--- config.mk ---
export PLATFORM = sky130hd
export DESIGN_NAME = smb_burst_ctrl
export DESIGN_NICKNAME = d
export VERILOG_FILES = /design/src/rtl/smb_tick.v /design/src/rtl/smb_fifo.v /design/src/rtl/smb_burst_ctrl.v
export VERILOG_INCLUDE_DIRS = /design/src /design/src/rtl
export SDC_FILE = /design/constraint.sdc
export NUM_CORES = 1
export LEC_CHECK = 0
export BUFFER_PORTS_ARGS = -buffer_cell sky130_fd_sc_hd__buf_2
export CORE_ASPECT_RATIO = 0.75
export CORE_MARGIN = 3
export CORE_UTILIZATION = 53
export CTS_CLUSTER_DIAMETER = 100
export DETAILED_ROUTE_END_ITERATION = 8
export PLACE_DENSITY = 0.76
export SLEW_MARGIN = 5
export SYNTH_ARGS = -nofsm -noshare
export SYNTH_HDL_FRONTEND = slang
export SYNTH_HIERARCHICAL = 1
export SYNTH_SLANG_ARGS = --single-unit
export TNS_END_PERCENT = 10
--- constraint.sdc ---
create_clock -name sys_clk_i -period 4 [get_ports sys_clk_i]
set_clock_uncertainty 0.05 [all_clocks]
set_input_delay 0.8 -clock sys_clk_i [delete_from_list [all_inputs] [get_ports sys_clk_i]]
set_output_delay 0.8 -clock sys_clk_i [all_outputs]
set_load 0.005 [all_outputs]
--- src/rtl/smb_defs.vh ---
// Constants shared by the stream master burst control files.
`ifndef SMB_DEFS_VH
`define SMB_DEFS_VH

// Time base.
`define SMB_CLK_NS 25
`define SMB_FAST_DIV 2
`define SMB_ADL_NS 50
`define SMB_ADL_CYC ((`SMB_ADL_NS + `SMB_CLK_NS - 1) / `SMB_CLK_NS)
`define SMB_CMD_MIN_NS 100
`define SMB_CMD_MIN_CYC ((`SMB_CMD_MIN_NS + `SMB_CLK_NS - 1) / `SMB_CLK_NS)
`define SMB_FAST_NS 50
`define SMB_RELEASE_NS 7800
`define SMB_RELEASE_TICKS (`SMB_RELEASE_NS / `SMB_FAST_NS)

// Register offsets.
`define SMB_REG_CTRL 4'h0
`define SMB_REG_STATUS 4'h4
`define SMB_REG_COUNT 4'h8

// Control register fields and reset value.
`define SMB_CTRL_EN 0
`define SMB_CTRL_STREAM 1
`define SMB_CTRL_RST 2'h0

// Status register fields.
`define SMB_ST_STATE_LSB 0
`define SMB_ST_OWNER 8
`define SMB_ST_PRE 9
`define SMB_ST_LATE 10
`define SMB_ST_LVL_LSB 12

// Slave stream request codes, {req1_n, req0_n}.
`define SMB_SDR_STREAM 2'h2
`define SMB_SDR_NORMAL 2'h3

// Command codes, {mem_io_select, status1_n, status0_n}.
`define SMB_CMD_IO_RD 3'h1
`define SMB_CMD_IO_WR 3'h2
`define SMB_CMD_MEM_RD 3'h5
`define SMB_CMD_MEM_WR 3'h6

// Transfer length codes.
`define SMB_LEN_4 2'h0
`define SMB_LEN_1 2'h1
`define SMB_LEN_2 2'h2
`define SMB_LEN_3 2'h3
`define SMB_STREAM_INCR 3'h4

`endif

--- src/rtl/smb_tick.v ---
// Enable pulse divider that derives the fast bus rate from the system clock.
`timescale 1ns/100ps
`default_nettype none
module smb_tick #(
  parameter DIV = 2
) (
  // Clock and reset
  input wire sys_clk_i,
  input wire rst_n_i,
  // Enable pulse
  output reg tick_o
);
  reg [7:0] cnt_q;

  always @(posedge sys_clk_i or negedge rst_n_i) begin
    if (!rst_n_i) begin
      cnt_q <= 8'h00;
      tick_o <= 1'b0;
    end else if (cnt_q == DIV[7:0] - 8'h01) begin
      cnt_q <= 8'h00;
      tick_o <= 1'b1;
    end else begin
      cnt_q <= cnt_q + 8'h01;
      tick_o <= 1'b0;
    end
  end
endmodule
`default_nettype wire

--- src/rtl/smb_fifo.v ---
// Synchronous FIFO with valid and ready on both sides.
`timescale 1ns/100ps
`default_nettype none
module smb_fifo #(
  parameter WIDTH = 32,
  parameter DEPTH = 8,
  parameter AW = 3
) (
  // Clock and reset
  input wire sys_clk_i,
  input wire rst_n_i,
  // Fill side
  input wire in_valid_i,
  output wire in_ready_o,
  input wire [WIDTH-1:0] in_data_i,
  // Drain side
  output wire out_valid_o,
  input wire out_ready_i,
  output wire [WIDTH-1:0] out_data_o,
  // Fill level
  output reg [AW:0] level_o
);
  reg [WIDTH-1:0] mem [0:DEPTH-1];
  reg [AW-1:0] wr_q;
  reg [AW-1:0] rd_q;
  wire push;
  wire pop;

  assign in_ready_o = (level_o != DEPTH[AW:0]);
  assign out_valid_o = (level_o != {(AW+1){1'b0}});
  assign out_data_o = mem[rd_q];
  assign push = in_valid_i & in_ready_o;
  assign pop = out_ready_i & out_valid_o;

  always @(posedge sys_clk_i) begin
    if (push) begin
      mem[wr_q] <= in_data_i;
    end
  end

  always @(posedge sys_clk_i or negedge rst_n_i) begin
    if (!rst_n_i) begin
      wr_q <= {AW{1'b0}};
      rd_q <= {AW{1'b0}};
      level_o <= {(AW+1){1'b0}};
    end else begin
      if (push) begin
        wr_q <= (wr_q == DEPTH[AW-1:0] - 1'b1) ? {AW{1'b0}} : wr_q + 1'b1;
      end
      if (pop) begin
        rd_q <= (rd_q == DEPTH[AW-1:0] - 1'b1) ? {AW{1'b0}} : rd_q + 1'b1;
      end
      if (push && !pop) begin
        level_o <= level_o + 1'b1;
      end else if (pop && !push) begin
        level_o <= level_o - 1'b1;
      end
    end
  end
endmodule
`default_nettype wire

--- src/rtl/smb_burst_ctrl.v ---
// Bus master burst, strobe and status sequencer with outgoing data buffer.
//
// Overview of operation
// - Withdrawn burst request drops bus burst indication.
// - Running stream ends by normal master termination.
// - Ownership released only after current command completes.
// - Status lines released when the burst ends; a normal command releases them at the minimum command length.
// - Slave codes: 11 normal, 10 streaming, others reserved.
// - Select and status encode IO/memory read/write.
// - Length code: 00=4, 01=1, 10=2, 11=3 bytes.
// - Status derived from local write/read and memory/IO.
//
// Our own choices: the register addresses and the plain strobed port.
`include "smb_defs.vh"
`timescale 1ns/100ps
`default_nettype none
module smb_burst_ctrl #(
  parameter DW = 32,
  parameter FIFO_DEPTH = 8,
  parameter FIFO_AW = 3
) (
  // Clock and reset
  input wire sys_clk_i,
  input wire rst_n_i,
  // Register port
  input wire [3:0] reg_addr_i,
  input wire [31:0] reg_wdata_i,
  input wire reg_wr_i,
  input wire reg_rd_i,
  output reg [31:0] reg_rdata_o,
  // Local data source
  input wire src_valid_i,
  output wire src_ready_o,
  input wire [DW-1:0] src_data_i,
  // Local master pins
  input wire bus_granted_n_i,
  input wire local_burst_req_n_i,
  input wire stream_enable_n_i,
  input wire local_write_read_i,
  input wire local_mem_io_i,
  input wire xfer_len_bit0_i,
  input wire xfer_len_bit1_i,
  // Bus side inputs
  input wire bus_req_n_a_i,
  input wire channel_ready_return_i,
  input wire slave_stream_req0_n_i,
  input wire slave_stream_req1_n_i,
  // Ownership and burst indication
  output reg master_owns_bus_n_o,
  output reg burst_ind_n_o,
  // Status lines, driven while their enable is low
  output reg bus_status0_n_o,
  output reg bus_status1_n_o,
  output reg mem_io_select_o,
  output reg status_oe_n_o,
  // Command strobes
  output reg addr_decode_latch_n_o,
  output reg cmd_n_o,
  output reg stream_strobe_n_o,
  // Transfer results
  output reg xfer_o,
  output reg [DW-1:0] xfer_data_o,
  output reg [3:0] byte_en_n_o,
  output reg [2:0] addr_incr_o
);
  localparam [5:0] S_IDLE = 6'h01;
  localparam [5:0] S_ADLE = 6'h02;
  localparam [5:0] S_ADL = 6'h04;
  localparam [5:0] S_CMD = 6'h08;
  localparam [5:0] S_STRM = 6'h10;
  localparam [5:0] S_NEXT = 6'h20;
  localparam NSYNC = 10;
  localparam integer ADL_LAST = `SMB_ADL_CYC - 1;
  localparam integer CMD_LAST = `SMB_CMD_MIN_CYC - 1;

  // Status code from the local direction and space inputs.
  function [2:0] cmd_code;
    input mio;
    input wr;
    begin
      if (mio && wr) begin
        cmd_code = `SMB_CMD_MEM_WR;
      end else if (mio) begin
        cmd_code = `SMB_CMD_MEM_RD;
      end else if (wr) begin
        cmd_code = `SMB_CMD_IO_WR;
      end else begin
        cmd_code = `SMB_CMD_IO_RD;
      end
    end
  endfunction

  // Active low byte enables and address step for a length code.
  function [6:0] len_decode;
    input [1:0] len;
    begin
      case (len)
        `SMB_LEN_1: len_decode = {4'he, 3'h1};
        `SMB_LEN_2: len_decode = {4'hc, 3'h2};
        `SMB_LEN_3: len_decode = {4'h8, 3'h3};
        default: len_decode = {4'h0, 3'h4};
      endcase
    end
  endfunction

  reg [NSYNC-1:0] sync1_q;
  reg [NSYNC-1:0] sync2_q;
  reg [5:0] state_q;
  reg [5:0] state_d;
  reg [2:0] cnt_q;
  reg [1:0] ctrl_q;
  reg pre_seen_q;
  reg late_q;
  reg [7:0] pre_tick_q;
  reg [15:0] count_q;
  wire tick;
  wire grant_n_s;
  wire burst_req_n_s;
  wire stream_enable_n_n_s;
  wire lwr_s;
  wire lmio_s;
  wire [1:0] len_s;
  wire pre_n_s;
  wire channel_ready_s;
  wire [1:0] sdr_s;
  wire fifo_valid;
  wire [DW-1:0] fifo_data;
  wire [FIFO_AW:0] fifo_level;
  wire burst_live;
  wire foreign_pre;
  wire stream_ok;
  wire slot;
  wire fall_slot;
  wire norm_done;
  wire pop;
  wire [6:0] len_dec;

  // Every pin input passes two flip-flops first.
  always @(posedge sys_clk_i or negedge rst_n_i) begin
    if (!rst_n_i) begin
      sync1_q <= {NSYNC{1'b1}};
      sync2_q <= {NSYNC{1'b1}};
    end else begin
      sync1_q <= {bus_granted_n_i, local_burst_req_n_i, stream_enable_n_i,
                  local_write_read_i, local_mem_io_i, xfer_len_bit1_i,
                  xfer_len_bit0_i, bus_req_n_a_i, channel_ready_return_i, slave_stream_req1_n_i};
      sync2_q <= sync1_q;
    end
  end

  reg slave_stream_req0_n_1_q;
  reg slave_stream_req0_n_2_q;
  always @(posedge sys_clk_i or negedge rst_n_i) begin
    if (!rst_n_i) begin
      slave_stream_req0_n_1_q <= 1'b1;
      slave_stream_req0_n_2_q <= 1'b1;
    end else begin
      slave_stream_req0_n_1_q <= slave_stream_req0_n_i;
      slave_stream_req0_n_2_q <= slave_stream_req0_n_1_q;
    end
  end

  assign grant_n_s = sync2_q[9];
  assign burst_req_n_s = sync2_q[8];
  assign stream_enable_n_n_s = sync2_q[7];
  assign lwr_s = sync2_q[6];
  assign lmio_s = sync2_q[5];
  assign len_s = sync2_q[4:3];
  assign pre_n_s = sync2_q[2];
  assign channel_ready_s = sync2_q[1];
  assign sdr_s = {sync2_q[0], slave_stream_req0_n_2_q};

  smb_tick #(
    .DIV(`SMB_FAST_DIV)
  ) u_tick (
    .sys_clk_i(sys_clk_i),
    .rst_n_i(rst_n_i),
    .tick_o(tick)
  );

  smb_fifo #(
    .WIDTH(DW),
    .DEPTH(FIFO_DEPTH),
    .AW(FIFO_AW)
  ) u_fifo (
    .sys_clk_i(sys_clk_i),
    .rst_n_i(rst_n_i),
    .in_valid_i(src_valid_i),
    .in_ready_o(src_ready_o),
    .in_data_i(src_data_i),
    .out_valid_o(fifo_valid),
    .out_ready_i(pop),
    .out_data_o(fifo_data),
    .level_o(fifo_level)
  );

  assign burst_live = ~burst_req_n_s & ctrl_q[`SMB_CTRL_EN];
  assign foreign_pre = ~master_owns_bus_n_o & ~pre_n_s;
  assign stream_ok = ~stream_enable_n_n_s & ctrl_q[`SMB_CTRL_STREAM]
                     & (sdr_s == `SMB_SDR_STREAM);
  assign slot = tick;
  assign fall_slot = slot & ~cmd_n_o & stream_strobe_n_o;
  assign norm_done = (cnt_q == 3'h0) & channel_ready_s & fifo_valid;
  assign len_dec = len_decode(len_s);
  // A word leaves the buffer at the end of a normal command, or at a
  // streaming strobe fall, or at the final command rise, while the slave is ready.
  assign pop = ((state_q == S_CMD) & norm_done) |
               ((state_q == S_STRM) & fall_slot & channel_ready_s & fifo_valid);

  always @* begin
    state_d = state_q;
    case (state_q)
      S_IDLE: begin
        if (!grant_n_s && burst_live) begin
          state_d = S_ADLE;
        end
      end
      S_ADLE: begin
        if (tick) begin
          state_d = S_ADL;
        end
      end
      S_ADL: begin
        if (cnt_q == 3'h0) begin
          state_d = stream_ok ? S_STRM : S_CMD;
        end
      end
      S_CMD: begin
        if (norm_done) begin
          state_d = S_NEXT;
        end
      end
      S_STRM: begin
        if (fall_slot && sdr_s != `SMB_SDR_STREAM) begin
          state_d = S_NEXT;
        end
      end
      S_NEXT: begin
        state_d = burst_live ? S_ADLE : S_IDLE;
      end
      default: begin
        state_d = S_IDLE;
      end
    endcase
  end

  always @(posedge sys_clk_i or negedge rst_n_i) begin
    if (!rst_n_i) begin
      state_q <= S_IDLE;
      cnt_q <= 3'h0;
      master_owns_bus_n_o <= 1'b1;
      burst_ind_n_o <= 1'b1;
      bus_status0_n_o <= 1'b1;
      bus_status1_n_o <= 1'b1;
      mem_io_select_o <= 1'b0;
      status_oe_n_o <= 1'b1;
      addr_decode_latch_n_o <= 1'b1;
      cmd_n_o <= 1'b1;
      stream_strobe_n_o <= 1'b1;
      xfer_o <= 1'b0;
      xfer_data_o <= {DW{1'b0}};
      byte_en_n_o <= 4'hf;
      addr_incr_o <= 3'h0;
    end else begin
      state_q <= state_d;
      xfer_o <= pop;
      burst_ind_n_o <= ~(~master_owns_bus_n_o & burst_live);
      if (cnt_q != 3'h0) begin
        cnt_q <= cnt_q - 3'h1;
      end
      if (pop) begin
        xfer_data_o <= fifo_data;
        if (state_q == S_STRM) begin
          byte_en_n_o <= 4'h0;
          addr_incr_o <= `SMB_STREAM_INCR;
        end else begin
          byte_en_n_o <= len_dec[6:3];
          addr_incr_o <= len_dec[2:0];
        end
      end
      case (state_q)
        S_IDLE: begin
          if (state_d == S_ADLE) begin
            master_owns_bus_n_o <= 1'b0;
          end
        end
        S_ADLE: begin
          {mem_io_select_o, bus_status1_n_o, bus_status0_n_o}
            <= cmd_code(lmio_s, lwr_s);
          status_oe_n_o <= 1'b0;
          if (tick) begin
            addr_decode_latch_n_o <= 1'b0;
            cnt_q <= ADL_LAST[2:0];
          end
        end
        S_ADL: begin
          if (cnt_q == 3'h0) begin
            addr_decode_latch_n_o <= 1'b1;
            cmd_n_o <= 1'b0;
            stream_strobe_n_o <= 1'b0;
            cnt_q <= CMD_LAST[2:0];
          end
        end
        S_CMD: begin
          // Status always goes away at the minimum command length.
          if (cnt_q == 3'h0) begin
            status_oe_n_o <= 1'b1;
          end
          if (norm_done) begin
            cmd_n_o <= 1'b1;
            stream_strobe_n_o <= 1'b1;
          end
        end
        S_STRM: begin
          if (stream_enable_n_n_s || !burst_live || sdr_s != `SMB_SDR_STREAM) begin
            status_oe_n_o <= 1'b1;
          end
          if (slot) begin
            if (!stream_strobe_n_o) begin
              stream_strobe_n_o <= 1'b1;
            end else if (sdr_s != `SMB_SDR_STREAM) begin
              // The final word moves on the rising command edge.
              cmd_n_o <= 1'b1;
            end else begin
              stream_strobe_n_o <= 1'b0;
            end
          end
        end
        S_NEXT: begin
          if (!burst_live) begin
            master_owns_bus_n_o <= 1'b1;
            status_oe_n_o <= 1'b1;
          end
        end
        default: begin
          cnt_q <= 3'h0;
        end
      endcase
    end
  end

  // Watch for a foreign bus request while owning the bus.
  always @(posedge sys_clk_i or negedge rst_n_i) begin
    if (!rst_n_i) begin
      pre_seen_q <= 1'b0;
      late_q <= 1'b0;
      pre_tick_q <= 8'h00;
      ctrl_q <= `SMB_CTRL_RST;
      count_q <= 16'h0000;
    end else begin
      if (foreign_pre) begin
        pre_seen_q <= 1'b1;
      end else if (reg_wr_i && reg_addr_i == `SMB_REG_STATUS &&
                   reg_wdata_i[`SMB_ST_PRE]) begin
        pre_seen_q <= 1'b0;
      end
      if (!foreign_pre) begin
        pre_tick_q <= 8'h00;
      end else if (tick && pre_tick_q != 8'hff) begin
        pre_tick_q <= pre_tick_q + 8'h01;
      end
      if (pre_tick_q >= `SMB_RELEASE_TICKS) begin
        late_q <= 1'b1;
      end else if (reg_wr_i && reg_addr_i == `SMB_REG_STATUS &&
                   reg_wdata_i[`SMB_ST_LATE]) begin
        late_q <= 1'b0;
      end
      if (reg_wr_i && reg_addr_i == `SMB_REG_CTRL) begin
        ctrl_q <= reg_wdata_i[1:0];
      end
      if (pop) begin
        count_q <= count_q + 16'h0001;
      end else if (reg_wr_i && reg_addr_i == `SMB_REG_COUNT) begin
        count_q <= 16'h0000;
      end
    end
  end

  // Read data stand for exactly one cycle after the read strobe.
  always @(posedge sys_clk_i or negedge rst_n_i) begin
    if (!rst_n_i) begin
      reg_rdata_o <= 32'h0000_0000;
    end else begin
      reg_rdata_o <= 32'h0000_0000;
      if (reg_rd_i) begin
        if (reg_addr_i == `SMB_REG_CTRL) begin
          reg_rdata_o <= {30'h0, ctrl_q};
        end else if (reg_addr_i == `SMB_REG_STATUS) begin
          reg_rdata_o[`SMB_ST_STATE_LSB +: 6] <= state_q;
          reg_rdata_o[`SMB_ST_OWNER] <= ~master_owns_bus_n_o;
          reg_rdata_o[`SMB_ST_PRE] <= pre_seen_q;
          reg_rdata_o[`SMB_ST_LATE] <= late_q;
          reg_rdata_o[`SMB_ST_LVL_LSB +: FIFO_AW+1] <= fifo_level;
        end else if (reg_addr_i == `SMB_REG_COUNT) begin
          reg_rdata_o <= {16'h0000, count_q};
        end
      end
    end
  end
endmodule
`default_nettype wire

# Word level (Yosys, flattened, before mapping)
# Memory sizes are Yosys's and may differ from the RTL's. A register that Yosys moved wholly into a read port is not among the register bits.
# Cells that the tools add are included.
# op_classes
addsub	8
n_lt_le_gt_ge	1
n_eq_ne	30
mux	61
n_bitwise	22
reduce_logical	36
# op_table
op	count
$mux 16	4
$mux 32	2
$mux 6	6
$pmux 6 s6	1
$mux 3	9
$mux 8	3
$mux 1	21
$pmux 7 s3	1
$add 16x1->16 const B	1
$add 8x1->8 const B	2
$mux 4	4
$and 1x1->1	15
$ne 2x2->1 const B	7
$eq 6x2->1 const B	2
$reduce_bool 2->1	6
$logic_and 1x1->1	11
$ne 2x1->1 const B	5
$pmux 3 s3	1
$eq 8x1->1 const B	1
$ge 8x8->1 const B	1
$ne 8x8->1 const B	1
$reduce_and 4->1	2
$reduce_bool 4->1	2
$add 3x1->3 const B	2
29 further kinds	48
# word_totals
reg_bits	127
ram_bits	256
in_bits	84
out_inout_bits	82
elab_cells	188
mem_count	1
# mem_list
name	depth	word_bits	rd	rd_ports_with_merged_regs	wr	line	rtl
u_fifo.mem	8	32	1	1	1	smb_fifo.v:23	reg [WIDTH-1:0] mem [0:DEPTH-1];

# Depth between registers and ports, before layout
# depth
word_depth	11
ltp_mapped	14
depth_no_buf	13

# Hierarchy
# The synthesis kept the hierarchy.
# by_module_without_submodules
mod	n_inst	cells_each	area_per_inst_um2
smb_fifo	1	435	10287.4
smb_burst_ctrl	1	508	5657.9
smb_tick	1	30	391.6

# Least setup slack after synthesis
# Ideal clock, no wire load.
# synth_timing
path_type	input -> register
startpoint	input src_valid_i
endpoint	memory u_fifo.mem[0][0] (enable)
setup_time_ns	0.501
t_arrival_ns	3.971
t_required_ns	3.449
path_slack_ns	-0.522
stages	2
n_path_buf	0
path_cell_list	nand2_2 > nor4_1
# synth_via
elab_chain_cells	3
# synth_lines
item	line	rtl
start: declaration	smb_burst_ctrl.v:32	input wire src_valid_i,
$and 1x1->1	smb_fifo.v:32	assign push = in_valid_i & in_ready_o;
$mux 1	smb_fifo.v:36	if (push) begin
$mux 1 (not written as such)	smb_fifo.v:37	mem[wr_q] <= in_data_i;
end: declaration	smb_fifo.v:23	
# Every way passes these cells.

# Worst setup path in the final report
# layout_timing
startpoint	register state_q[5]
endpoint	register u_fifo.level_o[3]
# layout_via
elab_chain_cells	9
# layout_lines
item	line	rtl
start: declaration	smb_burst_ctrl.v:108	reg [5:0] state_q;
start signal: assignment	smb_burst_ctrl.v:265	state_q <= state_d;
$eq 6x5->1	smb_burst_ctrl.v:208	((state_q == S_STRM) & fall_slot & channel_ready_s & fifo_valid);
$and 1x1->1 (3 in series)	smb_burst_ctrl.v:208	
$or 1x1->1 (*)	smb_burst_ctrl.v:207	assign pop = ((state_q == S_CMD) & norm_done) |
via pop	smb_burst_ctrl.v:135	wire pop;
$and 1x1->1 (*)	smb_fifo.v:33	assign pop = out_ready_i & out_valid_o;
$logic_not 1->1	smb_fifo.v:53	if (push && !pop) begin
$logic_and 1x1->1	smb_fifo.v:53	
$mux 4 / $reduce_bool 2->1 (equally long branches)	--	
end signal: assignment	smb_fifo.v:45	level_o <= {(AW+1){1'b0}};
end signal: assignment	smb_fifo.v:54	level_o <= level_o + 1'b1;
end signal: assignment	smb_fifo.v:56	level_o <= level_o - 1'b1;
end: declaration	smb_fifo.v:21	output reg [AW:0] level_o
# Mark *: on every way through the listed nets, which the timed path passes. The rest lies on a longest branch.
# A chain may end at the register's enable or synchronous reset.

==> summary.md <==
| Metric | Value |
|---|---|
| Status | complete, no violations |
| Final setup violating endpoints | 0 |
| Post-route cell area | 18740 um2 |
| Maximum clock rate | 0.2781 GHz |
| Peak supply drop | 447.6 uV |
| Pwr Density | 534.2 nW/um2 |
| Initial antenna violation count | 3 |
| Slew Viols, Final | 0 |
| Library cells used by synthesis | 69 |
| Max Fanout on Critical Path | 11 |
| Setup crit start | state_q[5] |
| RePlAce Congestion | between 0.8 and 0.9 |
| Setup_tns | 0 ns |
| DP Area | 17470 um2 |
| Core ar. | 30280 um2 |
| Number of synthesized flops with an enable pin | 256 |
| Hpwl dp | slightly below 20 mm |
| Worst slew margin | 0.4207 |
| Via Count | just under 9000 |
| Area Growth Syn to Fin | 14.69% |
| Crit path top cell by count | or4_1 |
| Max-cap violations | 0 |
| Synth Warn # | 6 |
| Cell accounting for the most synthesized area | edfxtp_1 |
| Slowest cell on crit path | or4_1 |
| Post-CTS Resized | 0 |
| Starting Density | 0.5395 |
| Largest incremental delay on the critical path | 0.57 ns |
| Final non-filler cell total | 1544 |
| I/O pins | 166 |
| Share of cells above drive strength 1 | 0.3226 |
| Leakage | ~7.1 nW |
| Clock transition at path regs | roughly 0.060 ns |
| CTS tree | yes |
| 1st-pass router iterations | 5 |
| Reg2reg path depth | 10 |
| IO Port Bufs | 121 |
| Nets | ~1200 |
| Wirelength per Cell | 21.40 um |
| Dpl cells | approximately 1500 |
| Final Hold Viols | 0 |
| Worst R2R End | u_fifo/level_o[3] |
| Die area | ~33000 um2 |
| Top cells by area, synth | edfxtp_1 47%, dfrtp_1 17%, mux4_2 8.1% |
| Vias in the first global route | 9142 |
| RSZ-0062 raised after global routing | false |
| Period utilization | 0.8988 |
| Grt ovf | 0 |
| H-tree level count | 2 |
| Tmin final | 3.595 ns |
| Worst R2R Start | state_q[5] |
| Cells after Synth | 973 |
| Average cell area after synthesis | 16.79 um2 |
| Worst Setup End Kind | register |
| Clk sink count | approximately 400 |
| Class of the worst hold path | primary input to async pin |
| DRC Markers | 0 |
| Seq/Total Area, Yosys | 0.6923 |
| Post-CTS Setup Inserts | 0 |
| Yosys reg bits | 399 |
| Prevailing post-synth register cell | edfxtp_1 |
| Worst R2R Setup Slack | 0.40 ns |
| Inserted Clock Buffers | 39 |
| Drt total wl | 33.04 mm |
| # hold bufs at CTS | 0 |
| Worst setup SP type | register |
| DR vias/cell | 5.794 |
| Share of the synthesized area in the top cell type | 0.4706 |
| Tightest Pin Transition | 0.8611 ns |
| Die Span X | 208.7 um |
| CP Class | register to register |
| Worst-Skew Late Latency | 0.54 ns |
| First-pass GRT wire length | about 53 mm |
| Row Count | 55 |
| Ys async rst share | 0.3584 |
| Gr usage total | 0.2057 |
| Critical Path RT | about 4.4 ns |
| Final ANT Viol Nets | 0 |
| Largest net degree at the start of global routing | 79 |
| Crit-path cells | or4_1 > or4_1 > nand2b_1 > o41ai_2 > ha_1 > inv_1 > ha_1 > or4_1 > o211ai_1 > o211ai_1 |
| Netlist Area Pre-Place | 16340 um2 |
| Crit path arrival time | 3.95 ns |
| Die extent in y | between 150 and 200 um |
| Clock buffer depth | 3 |
| DRC marker count from the first detailed-route iteration | 691 |
| Clock root cell | clkbuf_16 |
-- placed cells by master (no fill, tap or decap), types with 5 or more instances in the layout --
master	count
clkbuf_8	6
a22oi_1	11
mux4_2	59
inv_1	29
o22ai_1	15
clkinv_2	5
nand2_1	32
nor2b_1	10
mux4_1	5
o21a_1	5
and3_1	9
xnor2_1	12
o211ai_1	8
nor3_1	13
o21ai_0	23
nor2_1	35
or2_2	6
edfxtp_1	256
or4_1	8
buf_2	120
conb_1	16
dfrtp_1	106
nand4_1	11
ha_1	19
nor4_1	14
mux2_1	31
a21oi_1	7
o31a_1	5
clkbuf_1	12
nand2b_1	10
nand3_1	25
mux2_2	43
buf_12	5
dfstp_2	35
buf_4	21
clkbuf_16	40
-- Yosys cell counts, types with 4 or more instances --
library cell  number
edfxtp_1         256
dfrtp_1          108
mux4_2            59
mux2_2            43
nor2_1            38
dfstp_2           35
nand2_1           32
mux2_1            31
inv_1             29
clkbuf_1          25
nand3_1           25
o21ai_0           23
ha_1              19
nor3_1            17
buf_4             16
nor4_1            16
o22ai_1           15
xnor2_1           12
a22oi_1           11
nand4_1           11
nand2b_1          10
nor2b_1           10
and3_1             9
buf_6              9
o211ai_1           8
or4_1              8
a21oi_1            7
buf_2              7
buf_1              5
mux4_1             5
o21a_1             5
o31a_1             5
or2_2              5
a211oi_1           4
and2_1             4
-- area by class of cell --
class,instances,area (um2)
Timing Repair Buffer,147,869.6
Inverter,30,112.6
Sequential cell,399,11310
Clock inverter,14,136.4
Tap cell,399,499.2
Multi-Input combinational cell,496,4673
Antenna cell,1,2.502
Fill cell,2172,11540
Clock buffer,58,1129
-- routing by layer --
metal	up-vias	part of all wire	GRT usage	wire length, um
met5	-	0.00079	0	26
li1	4045	-	-	-
met1	4572	0.45	0.3038	14990
met4	4	0.023	0.05194	750
met2	269	0.46	0.3199	15200
met3	56	0.063	0.04200	2069
-- registers in the layout, indices dropped and copies added (netlist names), 4 cells and up --
register	cells
u_tick/cnt_q	8
u_fifo/level_o	4
byte_en_n_o	4
pre_tick_q	8
sync1_q	10
sync2_q	10
reg_rdata_o	16
u_fifo/mem	256
state_q	6
count_q	16
xfer_data_o	32
-- worst max path at each step --
| stage | endpoint | slack (ns) | cells past startpoint |
|---|---|---|---|
| after floorplan | u_fifo/mem[2][0] | 0.32 | 2 |
| after global placement | u_fifo/level_o[3] | 0.50 | 10 |
| after detailed placement | u_fifo/level_o[3] | 0.42 | 10 |
| after CTS | u_fifo/level_o[3] | 0.41 | 10 |
| after global routing | u_fifo/level_o[3] | 0.20 | 10 |
| final | u_fifo/level_o[3] | 0.40 | 10 |
-- metrics by stage --
| step | total power, mW | hold WS, ns | setup WS, ns | util |
|---|---|---|---|---|
| 3_5_place_dp | 6.510 | 0.2968 | 0.4184 | 0.5769 |
| 3_3_place_gp | 6.432 | 0.2955 | 0.5047 | 0.5769 |
| 6_report | 10.01 | 0.2722 | 0.4048 | 0.6188 |
| 5_1_grt | 10.46 | 0.2911 | 0.1989 | 0.6188 |
| 2_1_floorplan | 5.996 | 0.2952 | 0.3217 | - |
| 4_1_cts | 10.12 | 0.2875 | 0.4076 | 0.6187 |
-- power by group --
| group | internal [mW] | switching (mW) | leakage, nW |
|---|---|---|---|
| registers | 4.98 | 0.268 | 4.14 |
| logic | 0.467 | 0.707 | 2.31 |
| clock network | 2.09 | 1.49 | 0.614 |
-- critical path: cells and delay by family (launching register included) --
family,cells,cell delay (ns)
and+or+nand+nor,4,1.83
AOI/OAI and AO/OA,3,0.35
DFF,1,0.49
adders and majority gates,2,0.60
buffers and inverters,1,0.15
-- kinds of logic after synthesis --
| family | share of synthesized area |
|---|---|
| flops | 0.6923 |
| simple gates | 0.06931 |
| mux | 0.1416 |
| compound gates | 0.04458 |
| buf+inv | 0.02979 |
| fa+ha+maj | 0.01578 |
| xor+xnor | 0.006433 |
| other cells | 0.0002295 |
No activity file was read; power rests on OpenSTA's default activity.
